**src/adc_pkg.sv**
```systemverilog
package adc_pkg;
   // ***********************
   // register indices
   // ***********************
   localparam logic [2:0] OFF_CTRL_A   = 3'h0;
   localparam logic [2:0] OFF_CTRL_B   = 3'h1;
   localparam logic [2:0] OFF_MUX      = 3'h2;
   localparam logic [2:0] OFF_RES_LOW  = 3'h3;
   localparam logic [2:0] OFF_RES_HIGH = 3'h4;
   localparam logic [2:0] OFF_IRQ_STAT = 3'h5;
   localparam logic [2:0] OFF_IRQ_MASK = 3'h6;
   // ***********************
   // field positions
   // ***********************
   localparam int BIT_POWER  = 7;
   localparam int BIT_GO     = 6;
   localparam int BIT_DONE   = 4;
   localparam int BIT_IRQEN  = 3;
   localparam int BIT_BIP    = 7;
   localparam int BIT_SWAP   = 5;
   localparam int BIT_LJ     = 5;
   localparam int EV_DONE    = 0;
   localparam int EV_SLEEP   = 1;
   localparam int NUM_EV     = 2;
   // ***********************
   // reset values and counts
   // ***********************
   localparam logic [7:0] RST_BYTE   = 8'h00;
   localparam logic [9:0] RST_RESULT = 10'h000;
   localparam logic [4:0] CONV_NORM  = 5'h0D;
   localparam logic [4:0] CONV_FIRST = 5'h19;
   localparam logic [4:0] HOLD_NORM  = 5'h01;
   localparam logic [4:0] HOLD_FIRST = 5'h0D;
   localparam int         PRESC_DEF  = 8;
   localparam logic signed [11:0] UNI_MAX = 12'sh3FF;
   localparam logic signed [11:0] BIP_MAX = 12'sh1FF;
   localparam logic signed [11:0] BIP_MIN = -12'sh200;

   typedef enum logic [1:0] {
      SLP_IDLE  = 2'h0,
      SLP_NOISE = 2'h1,
      SLP_OTHER = 2'h2
   } sleep_mode_t;

   typedef enum logic [1:0] {
      ST_IDLE = 2'b01,
      ST_CONV = 2'b10
   } conv_state_t;

   // settings latched at conversion start
   typedef struct packed {
      logic       diff;
      logic       bipolar;
      logic       gainHigh;
      logic [3:0] channel;
   } conv_cfg_t;
endpackage

```
**src/adc_sleep_conv.sv**
```systemverilog
`timescale 1ns/10ps
module adc_sleep_conv
   import adc_pkg::*;
#(
   parameter int PRESC_DIV = PRESC_DEF
)
(
   // clock and reset
   input  wire logic              clk,
   input  wire logic              rstn,
   // register port
   input  wire logic [2:0]        addr,
   input  wire logic [7:0]        wdata,
   input  wire logic              wrStb,
   input  wire logic              rdStb,
   output logic      [7:0]        rdata,
   // cpu sleep controller
   input  wire logic              cpuSleep,
   input  wire sleep_mode_t       sleepMode,
   input  wire logic              convIrqAck,
   output logic                   convIrq,
   output logic                   irqOut,
   // analog core
   input  wire logic signed [11:0] sarCode,
   output logic                   analogPowerOn,
   output logic                   sampleHold,
   output logic      [3:0]        channelSel,
   output logic                   gainHigh,
   output logic                   swapInputs,
   output logic                   bipolarMode
);
   // ***********************
   // registers
   // ***********************
   conv_state_t        state_r;
   conv_cfg_t          cfg_r;
   logic               power_r, go_r, done_r, irqEn_r;
   logic               bip_r, swap_r, lj_r, first_r;
   logic [3:0]         chan_r;
   logic [9:0]         res_r;
   logic [NUM_EV-1:0]  stat_r, mask_r;
   logic               sleep_r;
   logic [15:0]        presc_r;
   logic [4:0]         tick_r;
   logic [9:0]         fmtOut;
   logic               sleepEdge, napMode, eligible, swGo;
   logic               startConv, adcTick, finish, wrA;
   logic [4:0]         convLen, holdAt;
   logic [NUM_EV-1:0]  evSet;

   assign wrA       = wrStb && addr == OFF_CTRL_A;
   assign sleepEdge = cpuSleep && !sleep_r;
   assign napMode   = sleepMode == SLP_IDLE || sleepMode == SLP_NOISE;
   assign eligible  = power_r && state_r == ST_IDLE && irqEn_r;
   assign swGo      = wrA && wdata[BIT_GO] && (wdata[BIT_POWER] || power_r);
   // only the sleep entry edge or a go write starts, so staying asleep never rearms
   assign startConv = (sleepEdge && napMode && eligible)
                    || (swGo && state_r == ST_IDLE);
   assign adcTick   = presc_r == 16'(PRESC_DIV - 1);
   assign convLen   = first_r ? CONV_FIRST : CONV_NORM;
   assign holdAt    = first_r ? HOLD_FIRST : HOLD_NORM;
   assign finish    = state_r == ST_CONV && adcTick && tick_r == convLen - 5'h01;
   assign evSet[EV_DONE]  = finish;
   assign evSet[EV_SLEEP] = startConv && cpuSleep;

   // ***********************
   // conversion sequencing
   // ***********************
   always_ff @(posedge clk or negedge rstn)
   begin
      if (!rstn)
         sleep_r <= 1'b0;
      else
         sleep_r <= cpuSleep;
   end

   always_ff @(posedge clk or negedge rstn)
   begin
      if (!rstn)
      begin
         state_r <= ST_IDLE;
         presc_r <= 16'h0000;
         tick_r  <= 5'h00;
      end
      else
      begin
         unique case (state_r)
            ST_IDLE:
            begin
               presc_r <= 16'h0000;
               tick_r  <= 5'h00;
               if (startConv)
                  state_r <= ST_CONV;
            end
            ST_CONV:
            begin
               // power off aborts; a foreign wake does not
               if (!power_r || (wrA && !wdata[BIT_POWER]))
                  state_r <= ST_IDLE;
               else if (finish)
                  state_r <= ST_IDLE;
               presc_r <= adcTick ? 16'h0000 : presc_r + 16'h0001;
               if (adcTick)
                  tick_r <= tick_r + 5'h01;
            end
         endcase
      end
   end

   // mux and polarity settings are frozen for the whole conversion; swap follows the register
   always_ff @(posedge clk or negedge rstn)
   begin
      if (!rstn)
         cfg_r <= '0;
      else if (startConv)
      begin
         cfg_r.diff     <= chan_r >= 4'h4 && chan_r <= 4'hB;
         cfg_r.bipolar  <= bip_r;
         cfg_r.gainHigh <= chan_r[0];
         cfg_r.channel  <= chan_r;
      end
   end

   adc_result_format u_fmt (
      .cfg    (cfg_r),
      .code   (sarCode),
      .result (fmtOut)
   );

   // ***********************
   // control registers
   // ***********************
   always_ff @(posedge clk or negedge rstn)
   begin
      if (!rstn)
      begin
         power_r <= 1'b0;
         irqEn_r <= 1'b0;
         first_r <= 1'b1;
         bip_r   <= 1'b0;
         swap_r  <= 1'b0;
         lj_r    <= 1'b0;
         chan_r  <= 4'h0;
         mask_r  <= '0;
      end
      else
      begin
         if (wrA)
         begin
            // sleep mode never clears power; software must do it
            power_r <= wdata[BIT_POWER];
            irqEn_r <= wdata[BIT_IRQEN];
            if (!wdata[BIT_POWER])
               first_r <= 1'b1;
         end
         if (finish)
            first_r <= 1'b0;
         if (wrStb && addr == OFF_CTRL_B)
         begin
            bip_r  <= wdata[BIT_BIP];
            swap_r <= wdata[BIT_SWAP];
         end
         if (wrStb && addr == OFF_MUX)
         begin
            lj_r   <= wdata[BIT_LJ];
            chan_r <= wdata[3:0];
         end
         if (wrStb && addr == OFF_IRQ_MASK)
            mask_r <= wdata[NUM_EV-1:0];
      end
   end

   // go reads one for any running conversion
   always_ff @(posedge clk or negedge rstn)
   begin
      if (!rstn)
         go_r <= 1'b0;
      else if (startConv)
         go_r <= 1'b1;
      else if (finish || state_r == ST_IDLE)
         go_r <= 1'b0;
   end

   // result and flag land together; set beats clear
   always_ff @(posedge clk or negedge rstn)
   begin
      if (!rstn)
      begin
         done_r <= 1'b0;
         res_r  <= RST_RESULT;
      end
      else if (finish)
      begin
         done_r <= 1'b1;
         res_r  <= fmtOut;
      end
      else if ((wrA && wdata[BIT_DONE]) || convIrqAck)
         done_r <= 1'b0;
   end

   // ***********************
   // interrupts
   // ***********************
   // one sticky bit per event; a set in the clearing cycle wins
   generate
      for (genvar i = 0; i < NUM_EV; i++)
      begin : g_stat
         always_ff @(posedge clk or negedge rstn)
         begin
            if (!rstn)
               stat_r[i] <= 1'b0;
            else if (evSet[i])
               stat_r[i] <= 1'b1;
            else if (wrStb && addr == OFF_IRQ_STAT && wdata[i])
               stat_r[i] <= 1'b0;
         end
      end
   endgenerate

   always_ff @(posedge clk or negedge rstn)
   begin
      if (!rstn)
      begin
         convIrq <= 1'b0;
         irqOut  <= 1'b0;
      end
      else
      begin
         // a raised request wakes the sleeping cpu
         convIrq <= (done_r || finish) && irqEn_r && !convIrqAck;
         irqOut  <= |(stat_r & mask_r);
      end
   end

   // ***********************
   // analog side and readback
   // ***********************
   always_ff @(posedge clk or negedge rstn)
   begin
      if (!rstn)
      begin
         analogPowerOn <= 1'b0;
         sampleHold    <= 1'b0;
         channelSel    <= 4'h0;
         gainHigh      <= 1'b0;
         swapInputs    <= 1'b0;
         bipolarMode   <= 1'b0;
      end
      else
      begin
         analogPowerOn <= power_r;
         sampleHold    <= state_r == ST_CONV && adcTick && tick_r == holdAt;
         channelSel    <= state_r == ST_CONV ? cfg_r.channel : chan_r;
         gainHigh      <= state_r == ST_CONV ? cfg_r.gainHigh : chan_r[0];
         swapInputs    <= swap_r;
         bipolarMode   <= state_r == ST_CONV ? cfg_r.bipolar : bip_r;
      end
   end

   // justification is applied at read time, so it acts at once
   always_ff @(posedge clk or negedge rstn)
   begin
      if (!rstn)
         rdata <= RST_BYTE;
      else if (!rdStb)
         rdata <= RST_BYTE;
      else
         unique case (addr)
            OFF_CTRL_A:   rdata <= {power_r, go_r, 1'b0, done_r, irqEn_r, 3'h0};
            OFF_CTRL_B:   rdata <= {bip_r, 1'b0, swap_r, 5'h00};
            OFF_MUX:      rdata <= {2'h0, lj_r, 1'b0, chan_r};
            OFF_RES_LOW:  rdata <= lj_r ? {res_r[1:0], 6'h00} : res_r[7:0];
            OFF_RES_HIGH: rdata <= lj_r ? res_r[9:2] : {6'h00, res_r[9:8]};
            OFF_IRQ_STAT: rdata <= {6'h00, stat_r};
            OFF_IRQ_MASK: rdata <= {6'h00, mask_r};
            default:      rdata <= RST_BYTE;
         endcase
   end
endmodule

```
**src/adc_result_format.sv**
```systemverilog
`timescale 1ns/10ps
module adc_result_format
   import adc_pkg::*;
(
   // mode and raw code
   input  wire conv_cfg_t          cfg,
   input  wire logic signed [11:0] code,
   // formatted 10-bit result
   output logic             [9:0]  result
);
   logic signed [11:0] half;

   always_comb
   begin
      half = code >>> 1;
      if (cfg.diff && cfg.bipolar)
      begin
         // two's complement, sign lands in bit 9
         if (half > BIP_MAX)
            result = BIP_MAX[9:0];
         else if (half < BIP_MIN)
            result = BIP_MIN[9:0];
         else
            result = half[9:0];
      end
      else if (code < 12'sh000)
         result = 10'h000;
      else if (code > UNI_MAX)
         result = UNI_MAX[9:0];
      else
         result = code[9:0];
   end
endmodule

```
**config.mk**
```make
export PLATFORM = sky130hd
export DESIGN_NAME = adc_sleep_conv
export DESIGN_NICKNAME = d
export VERILOG_FILES = /design/src/adc_pkg.sv /design/src/adc_sleep_conv.sv /design/src/adc_result_format.sv
export SDC_FILE = /design/constraint.sdc
export NUM_CORES = 1
export LEC_CHECK = 0
export BUFFER_PORTS_ARGS = -buffer_cell sky130_fd_sc_hd__buf_4
export CAP_MARGIN = 30
export CORE_ASPECT_RATIO = 0.6
export CORE_MARGIN = 2
export CORE_UTILIZATION = 30
export CTS_CLUSTER_DIAMETER = 30
export DETAILED_ROUTE_END_ITERATION = 10
export GPL_TIMING_DRIVEN = 0
export PLACE_DENSITY = 0.56
export REMOVE_ABC_BUFFERS = 1
export SLEW_MARGIN = 25
export SYNTH_ARGS = -nofsm -noshare
export SYNTH_HDL_FRONTEND = slang
export SYNTH_SLANG_ARGS = --single-unit
```
**constraint.sdc**
```tcl
create_clock -name clk -period 3.4 [get_ports clk]
set_input_delay 0.68 -clock clk [delete_from_list [all_inputs] [get_ports clk]]
set_output_delay 0.68 -clock clk [all_outputs]
set_load 0.005 [all_outputs]
```
# [Word-level counts from Yosys, hierarchy flattened]
# Index checks and enable logic that the tools add are counted.
[op_classes] addsub=3 magnitude_cmp=6 eq_ne=16 n_mux=33 n_bitwise=1 reduce_logical=46
[ops] op="$pmux W8 S7" count=1
[ops] op="$mux W10" count=5
[ops] op="$pmux W16 S2" count=1
[ops] op="$logic_and A1 B1 Y1" count=25
[ops] op="$mux W8" count=3
[ops] op="$add A16 B1 Y16 const B" count=1
[ops] op="$eq A16 B3 Y1 const B" count=1
[ops] op="$mux W16" count=1
[ops] op="$mux W1" count=13
[ops] op="$gt A12 B11 Y1 const B" count=1
[ops] op="$lt A12 B1 Y1 const B" count=1
[ops] op="$gt A11 B10 Y1 const B" count=1
[ops] op="$lt A11 B10 Y1 const B" count=1
[ops] op="$mux W5" count=2
[ops] op="$pmux W5 S2" count=1
[ops] op="$reduce_bool A2 Y1" count=5
[ops] op="$eq A3 B3 Y1 const B" count=3
[ops] op="$mux W4" count=2
[ops] op="$logic_or A1 B1 Y1" count=7
[ops] op="$eq A3 B2 Y1 const B" count=2
[ops] op="$mux W2" count=3
[ops] op="$add A5 B1 Y5 const B" count=1
[ops] op="$eq A5 B4 Y1" count=1
[ops] op="$eq A5 B5 Y1" count=1
[ops] op="16 further kinds" count=22
[totals] ff_bits=76 word_cells=135

# [Depth between registers and ports, before layout]
[depth] depth_word=8 ltp_mapped=6 ltp_nobuf=5

# [By module]
# A second synthesis with hierarchy kept.
[unflattened] hier_cells=352 area_unflattened_um2=3696.0
[modules_own_cells] mod="adc_sleep_conv" n_inst=1 cells_each=314 area_each_um2=3438.3
[modules_own_cells] mod="adc_result_format" n_inst=1 cells_each=38 area_each_um2=257.7

# [Worst setup path before layout]
# OpenSTA, ideal clock, no wires.
[synth_timing] path_kind="input -> register" start="input addr[1]" end="register cfg_r[0] in the netlist's numbering" setup_ns=0.125 arrival_time_ns=2.052 slack_ns=1.223 stages=6 path_buffers=2 cell_sequence="buf_6 or4b_4 o2bb2ai_2 and2b_1 buf_6 mux2_2"
[synth_between] elab_chain_len=6
[synth_rtl] element="start, declared" line_no="adc_sleep_conv.sv:12" text="input wire logic [2:0] addr,"
[synth_rtl] element="$logic_not A3 Y1" line_no="adc_sleep_conv.sv:51" text="assign wrA = wrStb && addr == OFF_CTRL_A;"
[synth_rtl] element="$logic_and A1 B1 Y1" line_no="adc_sleep_conv.sv:51"
[synth_rtl] element="$logic_and A1 B1 Y1 (2 in series)" line_no="adc_sleep_conv.sv:55" text="assign swGo = wrA && wdata[BIT_GO] && (wdata[BIT_POWER] || power_r);"
[synth_rtl] element="$logic_and A1 B1 Y1" line_no="adc_sleep_conv.sv:58" text="|| (swGo && state_r == ST_IDLE);"
[synth_rtl] element="$logic_or A1 B1 Y1" line_no="adc_sleep_conv.sv:58"
[synth_rtl] element="end, declared" line_no="adc_sleep_conv.sv:36" text="conv_cfg_t cfg_r;"
# Every way passes these cells.
# A chain may end at the register's enable or synchronous reset.

# [Worst setup path in the final report]
[layout_timing] start="register state_r[1]" end="register res_r[6]"
[layout_between] elab_chain_len=3
[layout_rtl] element="start, declared" line_no="adc_sleep_conv.sv:35" text="conv_state_t state_r;"
[layout_rtl] element="start signal, assigned" line_no="adc_sleep_conv.sv:81" text="state_r <= ST_IDLE;"
[layout_rtl] element="start signal, assigned" line_no="adc_sleep_conv.sv:93" text="state_r <= ST_CONV;"
[layout_rtl] element="start signal, assigned" line_no="adc_sleep_conv.sv:99" text="state_r <= ST_IDLE;"
[layout_rtl] element="$eq A2 B2 Y1" line_no="adc_sleep_conv.sv:62" text="assign finish = state_r == ST_CONV && adcTick && tick_r == convLen - 5'h01;"
[layout_rtl] element="$logic_and A1 B1 Y1 (2 in series)" line_no="adc_sleep_conv.sv:62"
[layout_rtl] element="end signal, assigned" line_no="adc_sleep_conv.sv:195" text="res_r <= fmtOut;"
[layout_rtl] element="end, declared" line_no="adc_sleep_conv.sv:40" text="logic [9:0] res_r;"
# Every way passes these cells.

==> summary.txt <==
Yosys
  • Total of flip-flops plus latches after synthesis: 74
  • Number of synthesized flops with an enable pin: 0
  • Predominant post-synthesis flop cell: sky130_fd_sc_hd__dfrtp_1
  • Unique cell type count in the Yosys netlist: 56
  • Synth Warn #: 0
  • Synthesized area per cell: 10.6 µm²
  • Post-synthesis cell count: around 340
  • Synth async-reset ratio: 1.00
  • Proportion of synthesized chip area in sequential cells: 0.511
  • Post-synth design cell area: 3630 µm²

Status
  • Run status: completed

STA
  • Final clock skew: 0.00716 ns
  • Maximum achievable frequency: approximately 0.38 GHz
  • RSZ-0062 raised after global routing: false
  • Final Hold Violating Endpoints: 0
  • Worst slew margin relative to its limit: 0.425
  • Max Slew Vio Count: 0
  • Min Clock Period, post-route: approximately 2.7 ns
  • Worst hold slack after final layout: 0.266 ns
  • Setup_tns: 0 ns
  • Transition time at the pin with the least slew margin: 0.859 ns
  • Endpoints failing setup: 0
  • Ratio of final minimum period to clock period: 0.780

Placed design
  • Input/output buffers: 48
  • DP Wirelength: 6330 µm
  • Final weighted congestion of routability-driven global placement: 0.849

Floorplanning
  • Starting Density: 0.305
  • Floorplan row count: 31
  • Core ar.: roughly 12000 µm²
  • Die Y-Extent: 89.2 µm
  • Top Ports: 50
  • Die Span X: 146 µm
  • Die Area: 13000 µm²

Setup path
  • Max incr delay on CP: ~0.74 ns
  • Data required time at the worst endpoint: 3.61 ns
  • Kind of launch point of the worst setup path: flip-flop
  • Cell-by-cell trace of the critical path: nor2b_1 -> o2111ai_1 -> nor2_1 -> mux2_2
  • Number of buffer and inverter instances along the worst setup path: 0
  • CP Capture Type: flip-flop
  • Critical path fanouts, max: 11
  • Critical path class: flip-flop to flip-flop
  • Slowest stage cell, crit path: sky130_fd_sc_hd__nor2_1
  • Cell class contributing the biggest share of worst-path delay: simple AND/OR/NAND/NOR gates
  • Arrival time worst endpoint: 2.87 ns

Power and ir drop
  • Switching component of the power: 0.694 mW
  • Switching fraction of total power: 0.276
  • Internal Dissipation: 1.82 mW
  • Clock share of power: 0.380
  • Peak supply drop: 0.237 mV
  • Fraction of power consumed by sequential logic: 0.441
  • Power per Cell Area: 570 nW/µm²
  • Leakage power of the design: 2.01 nW
  • Part of the total power dissipated in combinational logic: 0.179

Routing
  • Total DRC errors in the routed layout: 0
  • Detail-routed via count per cell: 4.99
  • Routed wire per std cell: about 16 µm
  • Via count: 2773
  • Met3 wire length: 501 µm
  • Uppermost metal layer occupied by signal nets: met4
  • DR iter-0 viols: 228
  • Count of TritonRoute iterations in the first routing pass: 4
  • Routed length on met1: 4660 µm
  • Antenna Nets Post-Route: 0
  • Post-Route WL: 8670 µm
  • Met2 Wirelength: approximately 3400 µm

Clock tree
  • CTS tree: done
  • Count of cells resized by post-cts repair: 0
  • Number of buffers added for setup after CTS: 0
  • Clk pin slew, worst setup/hold paths: 0.06 ns
  • CTS Buf Count: 9
  • Insertion delay of the later-clocked pin in the worst-skew pair: 0.34 ns
  • Clk root buf: sky130_fd_sc_hd__clkbuf_16
  • H-Tree Depth: 3
  • Max Buffers Root-to-Sink: 2
  • Hold-fix buffers, CTS: 0
  • Sinks on Clock Net: 74

Global route
  • GRT overflow: 0
  • Global-route wire length before repair: 14200 µm
  • Gr usage total: 0.143
  • Maximum number of pins on one net before global-route repair: 75
  • Vias in the first global route: 2598
  • Initial antenna violation count: 0

Layout
  • Layout cell share with drive strength beyond 1: 0.253
  • ANT cells: 0
  • Total of fill cells in the finished design: between 1000 and 1500
  • Final Net Count: around 420
  • Area grow syn2layout: 21.9%

Worst hold path
  • Hold crit path type: input pin to async pin

Flow run
  • Max-cap violation count: 0
## cell usage after synthesis (3+ instances only)
library cell	count	area (µm²)
sky130_fd_sc_hd__ha_1	4	50.1
sky130_fd_sc_hd__a22o_1	3	26.3
sky130_fd_sc_hd__a2bb2oi_1	4	35.0
sky130_fd_sc_hd__and3_1	4	25.0
sky130_fd_sc_hd__mux2i_1	7	70.1
sky130_fd_sc_hd__o2bb2ai_1	7	61.3
sky130_fd_sc_hd__mux2_2	25	282
sky130_fd_sc_hd__nand2b_1	4	25.0
sky130_fd_sc_hd__buf_6	3	33.8
sky130_fd_sc_hd__nand2_1	41	154
sky130_fd_sc_hd__nor3_1	4	20.0
sky130_fd_sc_hd__a21oi_1	18	90.1
sky130_fd_sc_hd__clkbuf_1	10	37.5
sky130_fd_sc_hd__or3_1	4	25.0
sky130_fd_sc_hd__xor2_1	11	96.3
sky130_fd_sc_hd__nor2b_1	4	25.0
sky130_fd_sc_hd__nand4_1	10	62.6
sky130_fd_sc_hd__o21ai_0	15	75.1
sky130_fd_sc_hd__dfrtp_1	72	1800
sky130_fd_sc_hd__inv_1	8	30.0
sky130_fd_sc_hd__nand3_1	11	55.1
sky130_fd_sc_hd__nor2_1	26	97.6
## logic make-up after synthesis
family / count (synthesis) / synth area share
AO/OA/AOI/OAI: 65 / 0.122
XOR/XNOR: 13 / 0.0314
adder cells (fa/ha/maj): 4 / 0.0138
buffers and inverters: 24 / 0.0335
flip-flops: 74 / 0.511
multiplexers: 32 / 0.0969
AND/OR/NAND/NOR: 130 / 0.191
## layout make-up
| cell class | instances | area, µm² | area share |
|---|---|---|---|
| timing repair buffer | 49 | 380 | 0.0860 |
| inverter | 8 | 30.0 | 0.00679 |
| clock buffer | 14 | 264 | 0.0597 |
| clock inverter | 2 | 35.0 | 0.00792 |
| multi-input combinational | 244 | 1650 | 0.374 |
| sequential | 74 | 1850 | 0.419 |
| tap | 165 | 206 | 0.0467 |
## power by group through the flow
| stage | clock network [mW] | registers, mW | logic, mW |
|---|---|---|---|
| floorplan | 0 | 1.10 | 0.243 |
| global placement | 0 | 1.12 | 0.444 |
| detailed placement | 0 | 1.12 | 0.453 |
| CTS | 0.971 | 1.11 | 0.455 |
| global route | 1.01 | 1.13 | 0.502 |
| finish | 0.956 | 1.11 | 0.451 |
## cell usage in the layout (no fill, tap or decap), types with 4 or more instances in the layout
cell type / count
sky130_fd_sc_hd__nor2b_1: 4
sky130_fd_sc_hd__xor2_1: 11
sky130_fd_sc_hd__a21oi_1: 18
sky130_fd_sc_hd__or3_1: 4
sky130_fd_sc_hd__nand2_1: 41
sky130_fd_sc_hd__mux2_2: 25
sky130_fd_sc_hd__mux2i_1: 7
sky130_fd_sc_hd__inv_1: 8
sky130_fd_sc_hd__clkbuf_16: 9
sky130_fd_sc_hd__and3_1: 4
sky130_fd_sc_hd__nor3_1: 4
sky130_fd_sc_hd__ha_1: 4
sky130_fd_sc_hd__nand3_1: 11
sky130_fd_sc_hd__o21ai_0: 15
sky130_fd_sc_hd__a2bb2oi_1: 4
sky130_fd_sc_hd__buf_4: 48
sky130_fd_sc_hd__nor2_1: 26
sky130_fd_sc_hd__o2bb2ai_1: 7
sky130_fd_sc_hd__dfrtp_1: 72
sky130_fd_sc_hd__nand2b_1: 4
sky130_fd_sc_hd__nand4_1: 10
## sequential cells by signal (all words and copies together), names as in the netlist, 2 cells and up
| name | flops |
|---|---|
| rdata | 8 |
| state_r | 2 |
| chan_r | 4 |
| presc_r | 16 |
| tick_r | 5 |
| mask_r | 2 |
| cfg_r | 6 |
| res_r | 10 |
| stat_r | 2 |
| channelSel | 4 |
## worst paths after layout
path,from,to,slack [ns],cells after the start
max,state_r[1],res_r[6],0.75,4
min,rstn,tick_r[0],0.27,1
max reg2reg,state_r[1],res_r[6],0.75,4
min reg2reg,swap_r,swapInputs,0.44,0
max in group asynchronous,rstn,swap_r,2.57,2
min in group clk,swap_r,swapInputs,0.44,0
## metal layers
metal  global-route usage  up-vias
met4               0.0357        0
met2                0.193       69
met1                0.214     1372
li1                     -     1324
met3               0.0536        8
met5                    0        -
## metrics by stage
step	setup WS (ns)	area, µm²	util	cells	power [mW]
final	0.748	4420	0.371	556	2.52
after floorplan	1.27	3540	-	326	1.34
after global placement	0.844	4100	0.345	539	1.56
after global routing	0.526	4420	0.371	556	2.65
after CTS	0.768	4400	0.370	555	2.54
after detailed placement	0.780	4100	0.345	539	1.58
(Power assumes the default switching activity.)
